**config.mk**
```make
export PLATFORM = sky130hd
export DESIGN_NAME = csra_host
export DESIGN_NICKNAME = d
export VERILOG_FILES = /design/src/verilog/csra_pkg.sv /design/src/verilog/csra_host.sv /design/src/verilog/csra_timer.sv
export SDC_FILE = /design/constraint.sdc
export NUM_CORES = 1
export LEC_CHECK = 0
export BUFFER_PORTS_ARGS = -buffer_cell sky130_fd_sc_hd__buf_2
export CAP_MARGIN = 10
export CELL_PAD_IN_SITES_DETAIL_PLACEMENT = 1
export CELL_PAD_IN_SITES_GLOBAL_PLACEMENT = 1
export CORE_MARGIN = 2
export CORE_UTILIZATION = 42
export CTS_CLUSTER_DIAMETER = 30
export CTS_CLUSTER_SIZE = 24
export DETAILED_ROUTE_END_ITERATION = 7
export PLACE_DENSITY = 0.76
export SYNTH_ARGS = -nofsm -noshare
export SYNTH_HDL_FRONTEND = slang
export SYNTH_HIERARCHICAL = 1
export SYNTH_SLANG_ARGS = --single-unit
```
**constraint.sdc**
```tcl
create_clock -name clock_i -period 4.55 [get_ports clock_i]
set_clock_uncertainty 0.1 [all_clocks]
set_input_delay 1.365 -clock clock_i [delete_from_list [all_inputs] [get_ports clock_i]]
set_output_delay 1.365 -clock clock_i [all_outputs]
set_load 0.02 [all_outputs]
```
**src/verilog/csra_pkg.sv**
```systemverilog
// Package of timing constants, types and states for the static RAM host.
package csra_pkg;

    // ----------------------------------------------------------------
    // Device geometry
    // ----------------------------------------------------------------
    localparam int CSRA_ADDR_W = 12;
    localparam int CSRA_DEPTH = 4096;

    // ----------------------------------------------------------------
    // Clock and timing figures (fastest grade, in ns unless noted)
    // ----------------------------------------------------------------
    localparam int CSRA_CLK_NS = 10;
    localparam int CSRA_ACCESS_TIME_NS = 200;
    localparam int CSRA_OUTPUT_RELEASE_NS = 50;
    localparam int CSRA_ADDRESS_HOLD_NS = 110;
    localparam int CSRA_STROBE_LOW_WIDTH_NS = 200;
    localparam int CSRA_STROBE_LOW_MAX_NS = 10000;
    localparam int CSRA_PRECHARGE_MIN_NS = 100;
    localparam int CSRA_CYCLE_PERIOD_MIN_NS = 310;
    localparam int CSRA_WRITE_LEAD_NS = 70;
    localparam int CSRA_DATA_HOLD_SELECT_NS = 170;
    localparam int CSRA_DATA_HOLD_WRITE_NS = 70;
    localparam int CSRA_WRITE_PULSE_NS = 60;
    localparam int CSRA_WRITE_HOLD_TIME_NS = 150;
    localparam int CSRA_RMW_CYCLE_MIN_NS = 385;
    localparam int CSRA_PRECHARGE_PD_NS = 100;
    localparam int CSRA_STANDBY_RECOVERY_US = 500;
    localparam int CSRA_POWER_UP_MS = 2;

    // Minimum times round up, maximum times round down.
    localparam int CSRA_ACCESS_CYC = CSRA_ACCESS_TIME_NS / CSRA_CLK_NS;
    localparam int CSRA_RELEASE_CYC =
        (CSRA_OUTPUT_RELEASE_NS + CSRA_CLK_NS - 1) / CSRA_CLK_NS;
    localparam int CSRA_ADDR_HOLD_CYC =
        (CSRA_ADDRESS_HOLD_NS + CSRA_CLK_NS - 1) / CSRA_CLK_NS;
    localparam int CSRA_LOW_MIN_CYC =
        (CSRA_STROBE_LOW_WIDTH_NS + CSRA_CLK_NS - 1) / CSRA_CLK_NS;
    localparam int CSRA_LOW_MAX_CYC = CSRA_STROBE_LOW_MAX_NS / CSRA_CLK_NS;
    localparam int CSRA_PRE_CYC =
        (CSRA_PRECHARGE_MIN_NS + CSRA_CLK_NS - 1) / CSRA_CLK_NS;
    localparam int CSRA_CYCLE_CYC =
        (CSRA_CYCLE_PERIOD_MIN_NS + CSRA_CLK_NS - 1) / CSRA_CLK_NS;
    localparam int CSRA_LEAD_CYC =
        (CSRA_WRITE_LEAD_NS + CSRA_CLK_NS - 1) / CSRA_CLK_NS;
    localparam int CSRA_DHC_CYC =
        (CSRA_DATA_HOLD_SELECT_NS + CSRA_CLK_NS - 1) / CSRA_CLK_NS;
    localparam int CSRA_DHW_CYC =
        (CSRA_DATA_HOLD_WRITE_NS + CSRA_CLK_NS - 1) / CSRA_CLK_NS;
    localparam int CSRA_WPULSE_CYC =
        (CSRA_WRITE_PULSE_NS + CSRA_CLK_NS - 1) / CSRA_CLK_NS;
    localparam int CSRA_WHOLD_CYC =
        (CSRA_WRITE_HOLD_TIME_NS + CSRA_CLK_NS - 1) / CSRA_CLK_NS;
    localparam int CSRA_RMW_CYC =
        (CSRA_RMW_CYCLE_MIN_NS + CSRA_CLK_NS - 1) / CSRA_CLK_NS;
    localparam int CSRA_PPD_CYC =
        (CSRA_PRECHARGE_PD_NS + CSRA_CLK_NS - 1) / CSRA_CLK_NS;
    localparam int CSRA_RECOVER_CYC =
        CSRA_STANDBY_RECOVERY_US * 1000 / CSRA_CLK_NS;
    localparam int CSRA_POWER_UP_CYC =
        CSRA_POWER_UP_MS * 1000000 / CSRA_CLK_NS;

    // ----------------------------------------------------------------
    // Counter width and types
    // ----------------------------------------------------------------
    localparam int CSRA_CNT_W = 24;
    typedef logic [CSRA_CNT_W-1:0] csra_cnt_t;
    typedef logic [CSRA_ADDR_W-1:0] csra_addr_t;

    typedef enum logic [1:0] {
        CSRA_OP_READ = 2'h0,
        CSRA_OP_EARLY_WRITE = 2'h1,
        CSRA_OP_LATE_WRITE = 2'h2,
        CSRA_OP_RMW = 2'h3
    } csra_op_e;

    typedef enum logic [2:0] {
        CSRA_ST_POWER_UP = 3'h0,
        CSRA_ST_IDLE = 3'h1,
        CSRA_ST_ACTIVE = 3'h2,
        CSRA_ST_MODIFY = 3'h3,
        CSRA_ST_PRECHARGE = 3'h4,
        CSRA_ST_POWER_DOWN = 3'h5,
        CSRA_ST_RECOVER = 3'h6
    } csra_state_e;

    typedef struct packed {
        logic valid;
        csra_op_e op;
        csra_addr_t addr;
        logic wdata;
    } csra_req_s;

    typedef struct packed {
        logic valid;
        logic rdata;
    } csra_rsp_s;

    typedef struct packed {
        logic cs_n;
        logic we_n;
        csra_addr_t addr;
        logic wdata;
    } csra_pins_s;

    // Counter-width zero and one for counter resets and increments.
    localparam csra_cnt_t CSRA_CNT_ZERO = '0;
    localparam csra_cnt_t CSRA_CNT_ONE = csra_cnt_t'(1);

endpackage

```
**src/verilog/csra_host.sv**
```systemverilog
// Host controller that runs access cycles on a strobe-clocked static RAM.
//
// Operation
// - Reads keep the write strobe high through the whole cycle.
// - Address changes only after address hold time from select falling.
// - Select stays low between minimum width and 10000 ns.
// - Select stays high for precharge; full cycle meets minimum period.
// - Write strobe falls with valid data, lead time before select rises.
// - Write data holds past both select and write strobe falling edges.
// - Write strobe pulse width and hold from select are honoured.
// - Read-modify-write reads, waits a modify span, writes, meets minimum.
// - After power returns, select stays high for standby recovery.
// - Any active cycle finishes before power-down begins.
// - After power-up both strobes stay high at least 2 ms.
module csra_host
    import csra_pkg::*;
#(
    parameter int POWER_UP_CYC = CSRA_POWER_UP_CYC, // Power-up wait.
    parameter int RECOVER_CYC = CSRA_RECOVER_CYC, // Standby recovery.
    parameter int LOW_MAX_CYC = CSRA_LOW_MAX_CYC // Longest strobe low.
) (
    input wire logic clock_i, // System clock, 100 MHz.
    input wire logic resetn_i, // Asynchronous reset, active low.
    input wire csra_req_s req_i, // Access request from the user.
    input wire logic [CSRA_CNT_W-1:0] modify_cyc_i, // Read-modify span.
    input wire logic pd_req_i, // Level: ask to enter power-down.
    input wire logic rdata_i, // Data output pin of the RAM.
    output logic req_ready_o, // High when a request is taken.
    output csra_rsp_s rsp_o, // Read data, one-cycle valid pulse.
    output csra_pins_s pins_o, // Strobes, address and write data.
    output logic pd_ack_o // High while the RAM may be powered down.
);

    // ----------------------------------------------------------------
    // State
    // ----------------------------------------------------------------
    typedef struct packed {
        csra_state_e st;
        csra_op_e op;
        logic wdata;
        logic [CSRA_CNT_W-1:0] mod_cyc;
        logic ready;
        csra_rsp_s rsp;
        csra_pins_s pins;
        logic pd_ack;
    } csra_host_s;

    csra_host_s s_q;
    csra_host_s s_d;
    logic tmr_clear;
    logic [CSRA_CNT_W-1:0] tmr;
    logic [CSRA_CNT_W-1:0] we_tmr;
    logic we_clear;

    csra_timer u_cyc_timer (
        .clock_i(clock_i),
        .resetn_i(resetn_i),
        .clear_i(tmr_clear),
        .count_o(tmr)
    );

    csra_timer u_we_timer (
        .clock_i(clock_i),
        .resetn_i(resetn_i),
        .clear_i(we_clear),
        .count_o(we_tmr)
    );

    // ----------------------------------------------------------------
    // Next-state logic
    // ----------------------------------------------------------------
    // Cycle time in strobe-low cycles: the low phase for each operation.
    function automatic csra_cnt_t low_span(input csra_op_e op,
                                           input csra_cnt_t mcyc);
        csra_cnt_t base;
        base = csra_cnt_t'(CSRA_LOW_MIN_CYC);
        if (csra_cnt_t'(CSRA_CYCLE_CYC - CSRA_PRE_CYC) > base) begin
            base = csra_cnt_t'(CSRA_CYCLE_CYC - CSRA_PRE_CYC);
        end
        if (op == CSRA_OP_RMW || op == CSRA_OP_LATE_WRITE) begin
            base = csra_cnt_t'(CSRA_ACCESS_CYC + CSRA_LEAD_CYC) + mcyc;
            if (csra_cnt_t'(CSRA_RMW_CYC - CSRA_PRE_CYC) > base) begin
                base = csra_cnt_t'(CSRA_RMW_CYC - CSRA_PRE_CYC);
            end
        end
        if (base > csra_cnt_t'(LOW_MAX_CYC)) begin
            base = csra_cnt_t'(LOW_MAX_CYC);
        end
        return base;
    endfunction

    always_comb begin
        s_d = s_q;
        tmr_clear = 1'b0;
        we_clear = 1'b0;
        s_d.rsp.valid = 1'b0;
        s_d.ready = 1'b0;
        case (s_q.st)
            CSRA_ST_POWER_UP: begin
                if (tmr >= csra_cnt_t'(POWER_UP_CYC)) begin
                    s_d.st = CSRA_ST_IDLE;
                    tmr_clear = 1'b1;
                end
            end
            CSRA_ST_IDLE: begin
                if (pd_req_i && tmr >= csra_cnt_t'(CSRA_PPD_CYC)) begin
                    s_d.st = CSRA_ST_POWER_DOWN;
                    s_d.pd_ack = 1'b1;
                end else if (!pd_req_i && req_i.valid) begin
                    // Address settles with strobe fall; set-up time is zero.
                    s_d.st = CSRA_ST_ACTIVE;
                    s_d.op = req_i.op;
                    s_d.wdata = req_i.wdata;
                    s_d.mod_cyc = low_span(req_i.op, modify_cyc_i);
                    s_d.pins.addr = req_i.addr;
                    s_d.pins.wdata = req_i.wdata;
                    s_d.pins.cs_n = 1'b0;
                    s_d.pins.we_n = (req_i.op != CSRA_OP_EARLY_WRITE);
                    s_d.ready = 1'b1;
                    tmr_clear = 1'b1;
                    we_clear = 1'b1;
                end
            end
            CSRA_ST_ACTIVE: begin
                // Sample read data at access time, output is then valid.
                if (tmr == csra_cnt_t'(CSRA_ACCESS_CYC)
                    && s_q.op != CSRA_OP_EARLY_WRITE
                    && s_q.op != CSRA_OP_LATE_WRITE) begin
                    s_d.rsp.valid = 1'b1;
                    s_d.rsp.rdata = rdata_i;
                end
                // Late write strobe waits until access time so output is sane.
                // Two spare cycles let the data hold end with the low span.
                if (s_q.pins.we_n && s_q.op != CSRA_OP_READ
                    && tmr + csra_cnt_t'(CSRA_LEAD_CYC + 2) >= s_q.mod_cyc
                    && tmr >= csra_cnt_t'(CSRA_ACCESS_CYC)) begin
                    s_d.pins.we_n = 1'b0;
                    we_clear = 1'b1;
                end
                if (tmr + CSRA_CNT_ONE >= s_q.mod_cyc
                    && tmr >= csra_cnt_t'(CSRA_ADDR_HOLD_CYC)
                    && tmr >= csra_cnt_t'(CSRA_DHC_CYC)
                    && tmr >= csra_cnt_t'(CSRA_WHOLD_CYC)
                    && (s_q.pins.we_n || (we_tmr >= csra_cnt_t'(CSRA_DHW_CYC)
                    && we_tmr >= csra_cnt_t'(CSRA_WPULSE_CYC)))) begin
                    s_d.st = CSRA_ST_PRECHARGE;
                    s_d.pins.cs_n = 1'b1;
                    tmr_clear = 1'b1;
                end
            end
            CSRA_ST_PRECHARGE: begin
                s_d.pins.we_n = 1'b1;
                // Precharge also covers output release before the next cycle.
                if (tmr + CSRA_CNT_ONE >= csra_cnt_t'(CSRA_PRE_CYC)
                    && tmr + CSRA_CNT_ONE
                       >= csra_cnt_t'(CSRA_RELEASE_CYC)) begin
                    s_d.st = CSRA_ST_IDLE;
                end
            end
            CSRA_ST_POWER_DOWN: begin
                // Select held high for the whole standby period.
                if (!pd_req_i) begin
                    s_d.st = CSRA_ST_RECOVER;
                    tmr_clear = 1'b1;
                end
            end
            CSRA_ST_RECOVER: begin
                s_d.pd_ack = 1'b0;
                if (tmr >= csra_cnt_t'(RECOVER_CYC)) begin
                    s_d.st = CSRA_ST_IDLE;
                    tmr_clear = 1'b1;
                end
            end
            default: begin
                s_d.st = CSRA_ST_IDLE;
                s_d.pins.cs_n = 1'b1;
                s_d.pins.we_n = 1'b1;
            end
        endcase
    end

    // ----------------------------------------------------------------
    // State register
    // ----------------------------------------------------------------
    always_ff @(posedge clock_i or negedge resetn_i) begin
        if (!resetn_i) begin
            s_q.st <= CSRA_ST_POWER_UP;
            s_q.op <= CSRA_OP_READ;
            s_q.wdata <= 1'b0;
            s_q.mod_cyc <= CSRA_CNT_ZERO;
            s_q.ready <= 1'b0;
            s_q.rsp <= '0;
            s_q.pins.cs_n <= 1'b1;
            s_q.pins.we_n <= 1'b1;
            s_q.pins.addr <= '0;
            s_q.pins.wdata <= 1'b0;
            s_q.pd_ack <= 1'b0;
        end else begin
            s_q <= s_d;
        end
    end

    assign req_ready_o = s_q.ready;
    assign rsp_o = s_q.rsp;
    assign pins_o = s_q.pins;
    assign pd_ack_o = s_q.pd_ack;

endmodule

```
**src/verilog/csra_timer.sv**
```systemverilog
// Cycle counter that reports how many cycles have elapsed since its last clear.
module csra_timer
    import csra_pkg::*;
(
    input wire logic clock_i, // System clock.
    input wire logic resetn_i, // Asynchronous reset, active low.
    input wire logic clear_i, // Restart the count at zero.
    output logic [CSRA_CNT_W-1:0] count_o // Cycles since last clear.
);

    // ----------------------------------------------------------------
    // Saturating counter
    // ----------------------------------------------------------------
    always_ff @(posedge clock_i or negedge resetn_i) begin
        if (!resetn_i) begin
            count_o <= CSRA_CNT_ZERO;
        end else if (clear_i) begin
            count_o <= CSRA_CNT_ZERO;
        end else if (count_o != '1) begin
            count_o <= count_o + CSRA_CNT_ONE;
        end
    end

endmodule

```
* Word-level counts from Yosys, hierarchy flattened *
Index checks and enable logic that the tools add are counted.

storage, ports and cells
  bits in registers = 96
  latch bits = 0
  memory bits (writable) = 0
  ROM bits = 0
  output and inout bits = 19
  memories = 0

cells by class
  add/sub/neg operators = 4
  $mul = 0
  divide/modulo/power cells = 0
  magnitude comparators = 15
  equality and inequality tests = 23
  shifts and indexed selects = 0
  muxes and demuxes = 39
  bitwise operators = 3
  reductions and logical operators = 29

operators with widths
  cell                                                                                    number
  24-bit two-way mux                                                                      10
  24-bit by 4-bit greater-or-equal comparator with 1-bit output (second input constant)   4
  24-bit by 3-bit greater-or-equal comparator with 1-bit output (second input constant)   3
  24-bit by 1-bit adder with 24-bit output (second input constant)                        2
  24-bit greater-or-equal comparator                                                      2
  24-bit by 5-bit greater-or-equal comparator with 1-bit output (second input constant)   2
  24-bit inequality test (second input constant)                                          2
  31-bit two-way mux                                                                      1
  15-bit two-way mux                                                                      2
  24-bit by 4-bit adder with 24-bit output (second input constant)                        1
  5-bit by 24-bit adder with 24-bit output (first input constant)                         1
  24-bit by 5-bit equality test with 1-bit output (second input constant)                 1
  24-bit by 16-bit greater-or-equal comparator with 1-bit output (second input constant)  1
  24-bit by 18-bit greater-or-equal comparator with 1-bit output (second input constant)  1
  24-bit by 10-bit greater-than comparator with 1-bit output (second input constant)      1
  5-bit by 24-bit greater-than comparator with 1-bit output (first input constant)        1
  2-bit inequality test (second input constant)                                           10
  3-bit two-way mux                                                                       6
  3-bit one-hot mux with 6 select lines                                                   1
  1-bit logical AND                                                                       13
  1-bit two-way mux                                                                       12
  3-bit equality test (second input constant)                                             3
  4-bit AND reduction                                                                     2
  2-bit nonzero test                                                                      4
  other kinds (18)                                                                        27

* Longest topological paths before layout *
Gate-level depths: netlist (run 1).

  word-level depth = 12
  gate-level depth with buffers = 18
  mapped depth without buffers = 17

* By module *
Netlist (run 1), hierarchy kept.

by module, submodules not included
  module      instances  cells each  area an instance (µm²)  seq. area each (µm²)
  csra_host   1          638         4966.0                  1203.7
  csra_timer  2          163         1456.4                  600.6

* Worst setup path before layout (run 1) *
OpenSTA, ideal clock, no wires.

  kind = register -> register
  start = reg u_cyc_timer.count_o[0]
  end = reg u_cyc_timer.count_o[13]
  library setup time = 0.136 ns
  arrival = 4.154 ns
  data required time = 4.314 ns
  setup slack = 0.160 ns
  cell stages (with the launch flop) = 17
  path buffers = 2
  cell sequence = dfrtp_1 ha_1 nand4_1 nor4_1 nand4_1 xnor2_1 ha_1 nand4_1 nor2_1 o211ai_1 o211ai_1 o31ai_1 or4b_2 o211ai_1 clkbuf_1 clkbuf_1 a21oi_1

between the ends
  longest elaborated chain between the ends = 9

ends and longest elaborated chain
  element                                                   line              text
  start: declaration                                        csra_timer.sv:8   output logic [CSRA_CNT_W-1:0] count_o
  start signal: assignment                                  csra_timer.sv:20  count_o <= count_o + CSRA_CNT_ONE;
  24-bit by 1-bit adder with 24-bit output                  csra_host.sv:140  if (tmr + CSRA_CNT_ONE >= s_q.mod_cyc
  24-bit greater-or-equal comparator                        csra_host.sv:140
  1-bit logical AND                                         csra_host.sv:141  && tmr >= csra_cnt_t'(CSRA_ADDR_HOLD_CYC)
  1-bit logical AND                                         csra_host.sv:142  && tmr >= csra_cnt_t'(CSRA_DHC_CYC)
  1-bit logical AND                                         csra_host.sv:143  && tmr >= csra_cnt_t'(CSRA_WHOLD_CYC)
  1-bit logical AND                                         csra_host.sv:144  && (s_q.pins.we_n || (we_tmr >= csra_cnt_t'(CSRA_DHW_CYC)
  1-bit two-way mux                                         csra_host.sv:140
  1-bit one-hot mux with 5 select lines *                   csra_host.sv:98   case (s_q.st)
  via tmr_clear                                             csra_host.sv:50   logic tmr_clear;
  24-bit two-way mux or 2-bit nonzero test (tied branches)  -

The timed path passes the listed nets; every way through them passes the cells marked *. The select of a mux whose other input is x is not followed.
A chain may end at the register's enable or synchronous reset.

* Worst setup path after layout (run 1) *
  start = reg u_cyc_timer.count_o[10]
  end = reg u_cyc_timer.count_o[5]

The elaborated chain is that of the path after synthesis.

==> out/qor.csv, run 1 <==
metric,value,unit
outcome,completed,
top-level I/O count,63,
Slew HR,24.7,%
critical path data required time,4.69,ns
DPL Wire Length,17900,µm
clock slew at reported path FFs,0.07,ns
crit-path leading delay family,simple AND/OR/NAND/NOR gates,
Crit path largest cell delay,0.63,ns
gr usage total,24.3,%
Worst Tran Pin Value,1.12,ns
Fin Setup TNS,0,ns
RSZ-0062 raised after global routing,no,
worst-path cell chain,"nand4_1, nor3_1, buf_4, and4_1, a21bo_2, nand2_1, ha_1, nand4_1, nor2_1, o211ai_1, o211ai_1, o31ai_1, or4b_2, o211ai_1, buf_4, nor2b_1, mux2_2",
Yosys warning count,6,
ys flop type,dfrtp_1,
Pre-antenna DRT Iters,4,
MaxCap Viol Count,0,
Max H-tree Level,3,
Post-CTS Resized,0,
leak pwr,3.88,nW
switching power,1.38,mW
WP buf/inv,2,
drt total wl,23500,µm
pwr dens,384,nW/µm²
Initial Utilization,42.4,%
Post-Route Utilization,47.0,%
final setup margin,0.324,ns
Max Clock Freq,237,MHz
hold_buf cts,0,
HP Class,register to register,
die footprint,19900,µm²
dpl ws,0.335,ns
Netlist Area Pre-Place,7880,µm²
synth unique cells,71,
DRC Markers,0,
CTS max path bufs,2,
multi-input logic area,4950,µm²
period utilisation layout,92.9,%
RePlAce Congestion,0.886,
Reg2Reg Setup Slack,0.32,ns
Max Slew Vio Count,0,
total CTS buffers,9,
Flop pwr share,36.5,%
CP endpoint kind,register,
root buf cell,clkbuf_16,
DIE WIDTH,141,µm
"Area growth, synth to finish",10.9,%
share of layout cells above drive strength 1,15.2,%
register area share after synthesis,30.5,%
cells after synthesis,964,
die height,141,µm
Combinational Power Share,40.7,%
syn nets,1061,
clk sinks,96,
Post-synth ARST share,100,%
Post-synth EDFFs,0,
Final Critical Period,4.23,ns
peak supply drop,179,µV
Reg-to-Reg End,u_cyc_timer/count_o[5]$_DFFE_PN0P_,
core area,18600,µm²
CTS tree,done,
Min-Delay Startpoint,pins_o[0]$_DFFE_PN0P_,
DR vias/cell,5.98,
Worst path most repeated cell,o211ai_1,
synth top area cells,"dfrtp_1 (30%), ha_1 (8.4%), nand2_1 (5.1%)",
Antenna Diode Count,0,
WL/cell,18.8,µm
Synth top area share,29.9,%
"flops & latches, synth",96,
Clk pwr share,22.8,%
cells on worst reg2reg path,17,
crit path max fanout,24,
fillcell total,2287,
final setup violation count,0,
Yosys top cell by area,dfrtp_1,
Routed Antenna Nets,0,
Worst-Skew Late Latency,0.36,ns
PortBufs,62,
postcts setup bufs,0,
Reg area,2400,µm²
CP max stage cell,or4b_2,
Hold Path Cell Cnt,2,
initial antenna violation count,0,
Switching Fraction,41.3,%
hold violation total from the final report,0,
Worst Hold Path EP,pins_o[0]$_DFFE_PN0P_,
vias in the first global route,7651,
Crit Path Category,register to register,
pin count of the biggest net entering global routing,56,
first-pass GRT wire length,39300,µm
total gr overflow,0,
Final #Nets,1109,
initial DRC count,414,
Reg2Reg Launch Point,u_cyc_timer/count_o[10]$_DFFE_PN0P_,
startpoint types,register,
vias,7486,
num rows,50,
cell-internal power,1.97,mW
Mapped Avg Cell Area,8.17,µm²
WP data arrival,4.37,ns
==> tightest hold or removal path: cells and delay by family (launching register included) <==
kind | cells | cell delay [ns]
flip-flops | 1 | 0.34
AND/OR/NAND/NOR | 2 | 0.10
==> worst max path at each step <==
stage,from,to,slack (ns),cells after the start
global route,u_cyc_timer/count_o[10]$_DFFE_PN0P_,u_cyc_timer/count_o[5]$_DFFE_PN0P_,0.02,17
detailed placement,u_cyc_timer/count_o[11]$_DFFE_PN0P_,u_cyc_timer/count_o[5]$_DFFE_PN0P_,0.33,14
CTS,u_cyc_timer/count_o[11]$_DFFE_PN0P_,u_cyc_timer/count_o[5]$_DFFE_PN0P_,0.32,14
global placement,u_cyc_timer/count_o[0]$_DFFE_PN0P_,u_cyc_timer/count_o[23]$_DFFE_PN0P_,0.45,15
floorplan,u_cyc_timer/count_o[0]$_DFFE_PN0P_,u_cyc_timer/count_o[13]$_DFFE_PN0P_,0.16,16
finish,u_cyc_timer/count_o[10]$_DFFE_PN0P_,u_cyc_timer/count_o[5]$_DFFE_PN0P_,0.32,17
==> synth_stat cells (3+ instances only) <==
| cell | instances |
|---|---|
| a2111oi_0 | 6 |
| a211oi_1 | 13 |
| a21boi_0 | 3 |
| a21o_1 | 7 |
| a21oi_1 | 54 |
| a221o_1 | 3 |
| a311oi_1 | 4 |
| a31oi_1 | 13 |
| and2_1 | 3 |
| and3_1 | 20 |
| and4_1 | 17 |
| buf_2 | 15 |
| buf_4 | 18 |
| clkbuf_1 | 30 |
| dfrtp_1 | 94 |
| ha_1 | 53 |
| inv_1 | 44 |
| mux2_2 | 20 |
| nand2_1 | 108 |
| nand2b_1 | 3 |
| nand3_1 | 38 |
| nand4_1 | 49 |
| nand4b_1 | 4 |
| nor2_1 | 77 |
| nor2b_1 | 21 |
| nor3_1 | 22 |
| nor3b_1 | 7 |
| nor4_1 | 17 |
| o211ai_1 | 10 |
| o21a_1 | 5 |
| o21ai_0 | 37 |
| o21bai_1 | 3 |
| o31ai_1 | 11 |
| o41ai_1 | 3 |
| or3_1 | 14 |
| or4_1 | 24 |
| xnor2_1 | 28 |
| xor2_1 | 21 |
==> metal layers <==
layer / GRT usage [%] / routed length, µm / part of all wire (%)
met1: 32.0 / 10800 / 46
met2: 41.9 / 11600 / 49
met3: 2.38 / 533 / 2.3
met4: 8.47 / 521 / 2.2
met5: 0 / 0 / 0
==> power groups by stage <==
stage | registers, mW | logic [mW] | clock network, mW
after floorplan | 1.19 | 1.02 | 0
after global routing | 1.25 | 1.53 | 0.805
after detailed placement | 1.23 | 1.35 | 0
after global placement | 1.22 | 1.31 | 0
final | 1.22 | 1.36 | 0.765
after CTS | 1.22 | 1.38 | 0.780
==> placed cells by master, fill, tap and decap left out, types with 24 or more instances in the layout <==
cell and n:
nand2_1 108, dfrtp_1 94, nor2_1 77, buf_2 61
a21oi_1 54, ha_1 53, nand4_1 49, inv_1 44
buf_4 43, nand3_1 38, o21ai_0 37, xnor2_1 28
or4_1 24
==> stage by stage <==
stage	hold WS (ns)	instances	power (mW)	area, µm²
final	0.372	1251	3.35	8740
after global placement	0.353	1235	2.53	8450
after detailed placement	0.357	1235	2.58	8450
after global routing	0.395	1251	3.59	8740
after CTS	0.376	1251	3.37	8740
after floorplan	0.347	964	2.21	7880
==> state kept, by name (all words and copies together), names as in the netlist <==
signal,flops
req_ready_o,1
rsp_o,2
s_q,29
u_we_timer/count_o,24
u_cyc_timer/count_o,24
pd_ack_o,1
pins_o,15
==> cell families after synthesis <==
kind of cell / synth area share, %
AND/OR/NAND/NOR: 29.6
AO/OA/AOI/OAI: 16.3
XOR/XNOR: 5.45
multiplexers: 3.11
buffers and inverters: 6.64
adder cells (fa/ha/maj): 8.42
flip-flops: 30.5
==> layout make-up <==
type / count / area share [%]
Timing Repair Buffer: 104 / 7.19
Multi-Input combinational cell: 756 / 56.7
Clock inverter: 5 / 0.444
Sequential cell: 96 / 27.5
Tap cell: 234 / 3.35
Inverter: 45 / 1.93
Clock buffer: 11 / 2.89
Power figures use the tool's default switching activity.
==> inputs of run 2 (changes only) <==
--- a/config.mk
+++ b/config.mk
@@ -15,6 +15,7 @@
 export CTS_CLUSTER_SIZE = 24
 export DETAILED_ROUTE_END_ITERATION = 7
 export PLACE_DENSITY = 0.76
+export RECOVER_POWER = 100
 export SYNTH_ARGS = -nofsm -noshare
 export SYNTH_HDL_FRONTEND = slang
 export SYNTH_HIERARCHICAL = 1
==> run 2 against run 1 <==
The flow now finishes with violations (capacitance limit, slew limit). Utilization decreased by 0.33 points. Critical path depth unchanged. First-iteration DRC count up 8.9%. Sequential power hardly changed. Sequential share of layout area up 0.19 points. Total power fell by 0.77%. Die area stayed put. Fmax is 0.26% higher. Setup slack better by 0.011 ns. Critical path type unchanged. Largest power group unchanged.
==> out/qor.csv, run 2 (synthesis results as in run 1) <==
metric,value,unit
Final Non-Filler Cells,1251,
RePlAce Congestion,0.886,
pwr dens,383,nW/µm²
Slew HR,-113,%
fillcell total,2307,
postcts setup bufs,0,
Crit Path Category,register to register,
vias,7459,
Pre-antenna DRT Iters,4,
initial antenna violation count,0,
DPL Wire Length,17900,µm
Reg2Reg Setup Slack,0.34,ns
GRT met1 Usage,32.0,%
num rows,50,
clock slew at reported path FFs,0.07,ns
"commonest non-fill, non-tap cell in the layout",nand2_1,
CP startpoint,u_cyc_timer/count_o[10]$_DFFE_PN0P_,
root buf cell,clkbuf_16,
first-pass GRT wire length,39300,µm
core area,18600,µm²
CP max stage cell,or4b_2,
HP Class,register to register,
Hold Path Cell Cnt,2,
Max Slew Vio Count,56,
RSZ-0062 raised after global routing,no,
vias in the first global route,7651,
top-level I/O count,63,
CTS tree,done,
period utilisation layout,92.6,%
Largest register FFs,29,
die height,141,µm
most frequent cells in the layout,"nand2_1 (108), dfrtp_1 (94), nor2_1 (77), a21oi_1 (54), ha_1 (53)",
outcome,"complete, but fails checks",
DP Area,8450,µm²
Initial Utilization,42.4,%
drt total wl,23500,µm
die footprint,19900,µm²
Final #Nets,1109,
Max H-tree Level,3,
share of layout cells above drive strength 1,12.6,%
final setup margin,0.335,ns
CTS max path bufs,2,
busiest layer in global routing,met2,
Reg2Reg Launch Point,u_cyc_timer/count_o[10]$_DFFE_PN0P_,
gr usage total,24.3,%
failing checks,"capacitance limit, slew limit",
Reg-to-Reg End,u_cyc_timer/count_o[5]$_DFFE_PN0P_,
Max Clock Freq,237,MHz
Routed Antenna Nets,0,
PortBufs,62,
Reg area,2400,µm²
met3 usage,2.38,%
total CTS buffers,9,
total gr overflow,0,
Antenna Diode Count,0,
worst-path cell chain,"nand4_1, nor3_1, buf_4, and4_1, a21bo_2, nand2_1, ha_1, nand4_1, nor2_1, o211ai_1, o211ai_1, o31ai_1, or4b_2, o211ai_1, buf_4, nor2b_1, mux2_2",
Critical Path Sink,u_cyc_timer/count_o[5]$_DFFE_PN0P_,
Post-CTS Resized,0,
Reg with most FFs,s_q,
Final Critical Period,4.21,ns
Crit path largest cell delay,0.63,ns
WL/cell,18.8,µm
CP endpoint kind,register,
DRC Markers,0,
WP data arrival,4.36,ns
leak pwr,3.79,nW
post-route design area,8680,µm²
top flop regs,"s_q (29), u_cyc_timer/count_o (24), u_we_timer/count_o (24)",
crit path max fanout,24,
Tot Pwr,3.33,mW
DIE WIDTH,141,µm
critical path data required time,4.69,ns
"Area growth, synth to finish",10.1,%
multi-input logic area,4940,µm²
pin count of the biggest net entering global routing,56,
initial DRC count,451,
hold violation total from the final report,0,
DR vias/cell,5.96,
Worst-Skew Late Latency,0.36,ns
grt met2 use,41.9,%
Worst Tran Pin Value,3.20,ns
final setup violation count,0,
Fin Setup TNS,0,ns
dpl ws,0.335,ns
placed cells,1235,
peak supply drop,179,µV
MaxCap Viol Count,1,
cells on worst reg2reg path,17,
startpoint types,register,
hold_buf cts,0,
clk sinks,96,
Worst path most repeated cell,o211ai_1,
## run 2: worst max-delay path, delay by kind of cell, from the launching register on
family                     cells  cell delay, ns
AOI/OAI and AO/OA              5            0.69
adders and majority gates      1            0.30
buffers and inverters          2            0.46
DFF                            1            0.49
muxes                          1            0.26
and+or+nand+nor                8            1.78
## run 2: worst min-delay path by stage
stage                                from                     to
floorplan           pins_o[0]$_DFFE_PN0P_  pins_o[0]$_DFFE_PN0P_
global placement    pins_o[8]$_DFFE_PN0P_  pins_o[8]$_DFFE_PN0P_
detailed placement  pins_o[0]$_DFFE_PN0P_  pins_o[0]$_DFFE_PN0P_
CTS                 pins_o[0]$_DFFE_PN0P_  pins_o[0]$_DFFE_PN0P_
global route        pins_o[0]$_DFFE_PN0P_  pins_o[0]$_DFFE_PN0P_
finish              pins_o[0]$_DFFE_PN0P_  pins_o[0]$_DFFE_PN0P_
## run 2: stage by stage
| step | utilization, % | hold WS [ns] |
|---|---|---|
| finish | 46.7 | 0.375 |
| detailed placement | 45.5 | 0.357 |
| CTS | 47.0 | 0.376 |
| global placement | 45.5 | 0.353 |
| global route | 46.7 | 0.397 |
| floorplan | - | 0.347 |
## run 2: routing by layer
metal	vias up	wire length (µm)	share of wire (%)
met5	-	0	0
met4	0	522	2.2
met3	28	428	1.8
met2	89	11600	50
met1	3700	10900	46
li1	3642	-	-
## run 2: area by class of cell
cell class / count / share of cell area, %
Multi-Input combinational cell: 756 / 56.9
Sequential cell: 96 / 27.7
Timing Repair Buffer: 104 / 6.68
Tap cell: 234 / 3.37
Clock buffer: 11 / 2.91
Inverter: 45 / 1.95
Clock inverter: 5 / 0.447
## run 2: power by group
part / switching (mW) / total (mW) / internal, mW
registers: 0.171 / 1.22 / 1.05
clock network: 0.359 / 0.763 / 0.404
logic: 0.851 / 1.34 / 0.487
total: 1.38 / 3.33 / 1.95
==> inputs of run 3 (changes only) <==
--- a/config.mk
+++ b/config.mk
@@ -10,13 +10,12 @@
 export CELL_PAD_IN_SITES_DETAIL_PLACEMENT = 1
 export CELL_PAD_IN_SITES_GLOBAL_PLACEMENT = 1
 export CORE_MARGIN = 2
-export CORE_UTILIZATION = 42
+export CORE_UTILIZATION = 41
 export CTS_CLUSTER_DIAMETER = 30
 export CTS_CLUSTER_SIZE = 24
 export DETAILED_ROUTE_END_ITERATION = 7
-export PLACE_DENSITY = 0.76
+export PLACE_DENSITY = 0.75
 export RECOVER_POWER = 100
 export SYNTH_ARGS = -nofsm -noshare
 export SYNTH_HDL_FRONTEND = slang
-export SYNTH_HIERARCHICAL = 1
 export SYNTH_SLANG_ARGS = --single-unit
==> run 3 against run 2 <==
The run still ends with capacitance limit, slew limit left. First-iteration DRC count down 42%. Total power down 4.7%. Synthesized cell count down 12%. Die area down 8.5%. Combinational power down 11%. Synthesized area down 11%. Sequential power about the same. Setup slack worse by 0.091 ns. Register-to-register slack worse by 0.08 ns. Routed wire length down 19%. Non-clock buffer count down 21. Utilization down 0.27 points. Critical endpoint is now s_q[19]$_DFFE_PN0P_.
==> out/qor.csv, run 3 <==
metric,value,unit
Tot Pwr,3.17,mW
total gr overflow,0,
startpoint types,primary input,
DP Area,7500,µm²
period utilisation layout,94.6,%
crit path max fanout,8,
outcome,"complete, but fails checks",
Worst Tran Pin Value,1.53,ns
met3 usage,2.97,%
CP startpoint,modify_cyc_i[0],
"commonest non-fill, non-tap cell in the layout",nand2_1,
top flop regs,"s_q (29), u_cyc_timer.count_o (24), u_we_timer.count_o (24)",
die height,135,µm
CTS tree,done,
register area share after synthesis,34.3,%
pin count of the biggest net entering global routing,61,
cells after synthesis,849,
Post-synth EDFFs,0,
crit-path leading delay family,simple AND/OR/NAND/NOR gates,
postcts setup bufs,0,
grt met2 use,36.4,%
hold violation total from the final report,0,
top-level I/O count,63,
PortBufs,62,
Fin Setup TNS,0,ns
synth top area cells,"dfrtp_1 (34%), ha_1 (9.5%), nand2_1 (5.7%)",
die footprint,18200,µm²
Post-Route Utilization,46.4,%
first-pass GRT wire length,31700,µm
CP max stage cell,nor4_1,
pwr dens,410,nW/µm²
WL/cell,17.1,µm
clock slew at reported path FFs,0.08,ns
initial antenna violation count,0,
Synth top area share,33.5,%
Yosys warning count,0,
Initial Utilization,42.2,%
Largest register FFs,29,
fillcell total,2077,
vias,6120,
Netlist Area Pre-Place,7020,µm²
vias in the first global route,6215,
DRC Markers,0,
Yosys top cell by area,dfrtp_1,
RePlAce Congestion,0.857,
worst-path cell chain,"buf_2, inv_1, ha_1, nand2b_1, a211oi_2, mux2_1, o21ai_0, nand4_1, nor4_1, o21ai_0, o21ai_1",
Routed Antenna Nets,0,
Pre-antenna DRT Iters,4,
critical path data required time,4.74,ns
Reg with most FFs,s_q,
hold_buf cts,0,
drt total wl,19000,µm
Worst path most repeated cell,o21ai_0,
ys flop type,dfrtp_1,
Max Slew Vio Count,61,
peak supply drop,204,µV
Antenna Diode Count,0,
Min-Delay Startpoint,pins_o[8]$_DFFE_PN0P_,
Final Critical Period,4.31,ns
gr usage total,21.9,%
DR vias/cell,5.50,
root buf cell,clkbuf_16,
post-route design area,7730,µm²
Mapped Avg Cell Area,8.26,µm²
share of layout cells above drive strength 1,10.1,%
DPL Wire Length,14800,µm
"flops & latches, synth",96,
GRT met1 Usage,30.0,%
Reg-to-Reg End,u_cyc_timer.count_o[1]$_DFFE_PN0P_,
leak pwr,3.57,nW
WP data arrival,4.50,ns
HP Class,register to register,
Final #Nets,985,
CTS max path bufs,2,
busiest layer in global routing,met2,
initial DRC count,260,
Post-synth ARST share,100,%
core area,16600,µm²
most frequent cell after synthesis,nand2_1,
most frequent cells in the layout,"nand2_1 (106), nor2_1 (102), dfrtp_1 (94), ha_1 (53), nor3_1 (44)",
Crit Path Category,primary input to register,
Final Non-Filler Cells,1113,
cells on worst reg2reg path,15,
Max Clock Freq,232,MHz
Reg2Reg Launch Point,u_cyc_timer.count_o[2]$_DFFE_PN0P_,
Critical Path Sink,s_q[19]$_DFFE_PN0P_,
final setup violation count,0,
RSZ-0062 raised after global routing,no,
DIE WIDTH,135,µm
syn nets,946,
failing checks,"capacitance limit, slew limit",
total CTS buffers,9,
MaxCap Viol Count,1,
placed cells,1097,
synth unique cells,71,
clk sinks,96,
most frequent cells after synthesis,"nand2_1 (106), nor2_1 (103), dfrtp_1 (94)",
Reg2Reg Setup Slack,0.26,ns
Worst-Skew Late Latency,0.37,ns
CP endpoint kind,register,
WP buf/inv,2,
Crit path largest cell delay,0.95,ns
Max H-tree Level,3,
Slew HR,-2.19,%
CP Depth,11,
"Area growth, synth to finish",10.1,%
num rows,47,
==> run 3: cell types whose count changed after synthesis, moves of 10 or more <==
cell,change
a21oi_1,-31
and3_1,-12
and4_1,-13
mux2_2,-16
nand2b_1,+10
nand4_1,-24
nor2_1,+26
nor2b_1,-14
nor3_1,+23
o21ai_0,-13
or4_1,-20
xnor2_1,+12
xor2_1,+10
==> run 3: worst min-delay path by stage <==
stage | end | slack [ns] | cells past startpoint
floorplan | pins_o[0]$_DFFE_PN0P_ | 0.35 | 2
global placement | pins_o[8]$_DFFE_PN0P_ | 0.35 | 2
detailed placement | pins_o[10]$_DFFE_PN0P_ | 0.36 | 2
CTS | pins_o[10]$_DFFE_PN0P_ | 0.38 | 2
global route | pins_o[8]$_DFFE_PN0P_ | 0.40 | 2
finish | pins_o[8]$_DFFE_PN0P_ | 0.37 | 2
==> run 3: metrics by stage <==
| step | worst slack, ns | hold WS [ns] |
|---|---|---|
| after global placement | 0.247 | 0.353 |
| after detailed placement | 0.227 | 0.357 |
| after floorplan | 0.715 | 0.347 |
| after CTS | 0.205 | 0.377 |
| after global routing | 0.00797 | 0.400 |
| final | 0.244 | 0.375 |
==> run 3: tightest hold or removal path: stages, from the launching register on <==
cell	delay, ns
dfrtp_1	0.35
nand2_1	0.05
nand2_1	0.05
==> run 3: logic make-up (layout without fill, tap and decap cells) <==
| logic type | Yosys count | after routing | synth area share [%] |
|---|---|---|---|
| AOI/OAI and AO/OA | 130 | 130 | 12.5 |
| xor gates and xnor gates | 71 | 71 | 8.86 |
| adders and majority gates | 53 | 53 | 9.45 |
| buffers and inverters | 97 | 141 | 6.29 |
| DFF | 96 | 96 | 34.3 |
| muxes | 12 | 12 | 1.80 |
| and+or+nand+nor | 390 | 390 | 26.8 |
==> run 3: power by group <==
group	switching [mW]	total, mW	internal [mW]
sequential	0.189	1.23	1.04
clock	0.371	0.755	0.384
combinational	0.728	1.19	0.459
==> run 3: final cells by class <==
cell class	instances	area, µm²	area share (%)
well taps	220	275	3.56
inverters	42	158	2.04
repair buffers	83	439	5.68
multi-input cells	656	4160	53.9
clock buffers	9	225	2.91
flip-flops and latches	96	2400	31.1
clock inverters	7	62.6	0.810
==> run 3: timing repair <==
| item | in CTS | in global routing |
|---|---|---|
| setup endpoints to repair | 0 | 24 |
| gates resized for setup | 0 | 2 |
| endpoints found under the hold margin | 0 | 0 |
==> run 3: layer usage <==
layer	vias up	part of all wire (%)	wire length [µm]
li1	3043	-	-
met5	-	0	0
met3	19	2.3	440
met2	73	48	9090
met4	0	1.5	284
met1	2985	48	9160
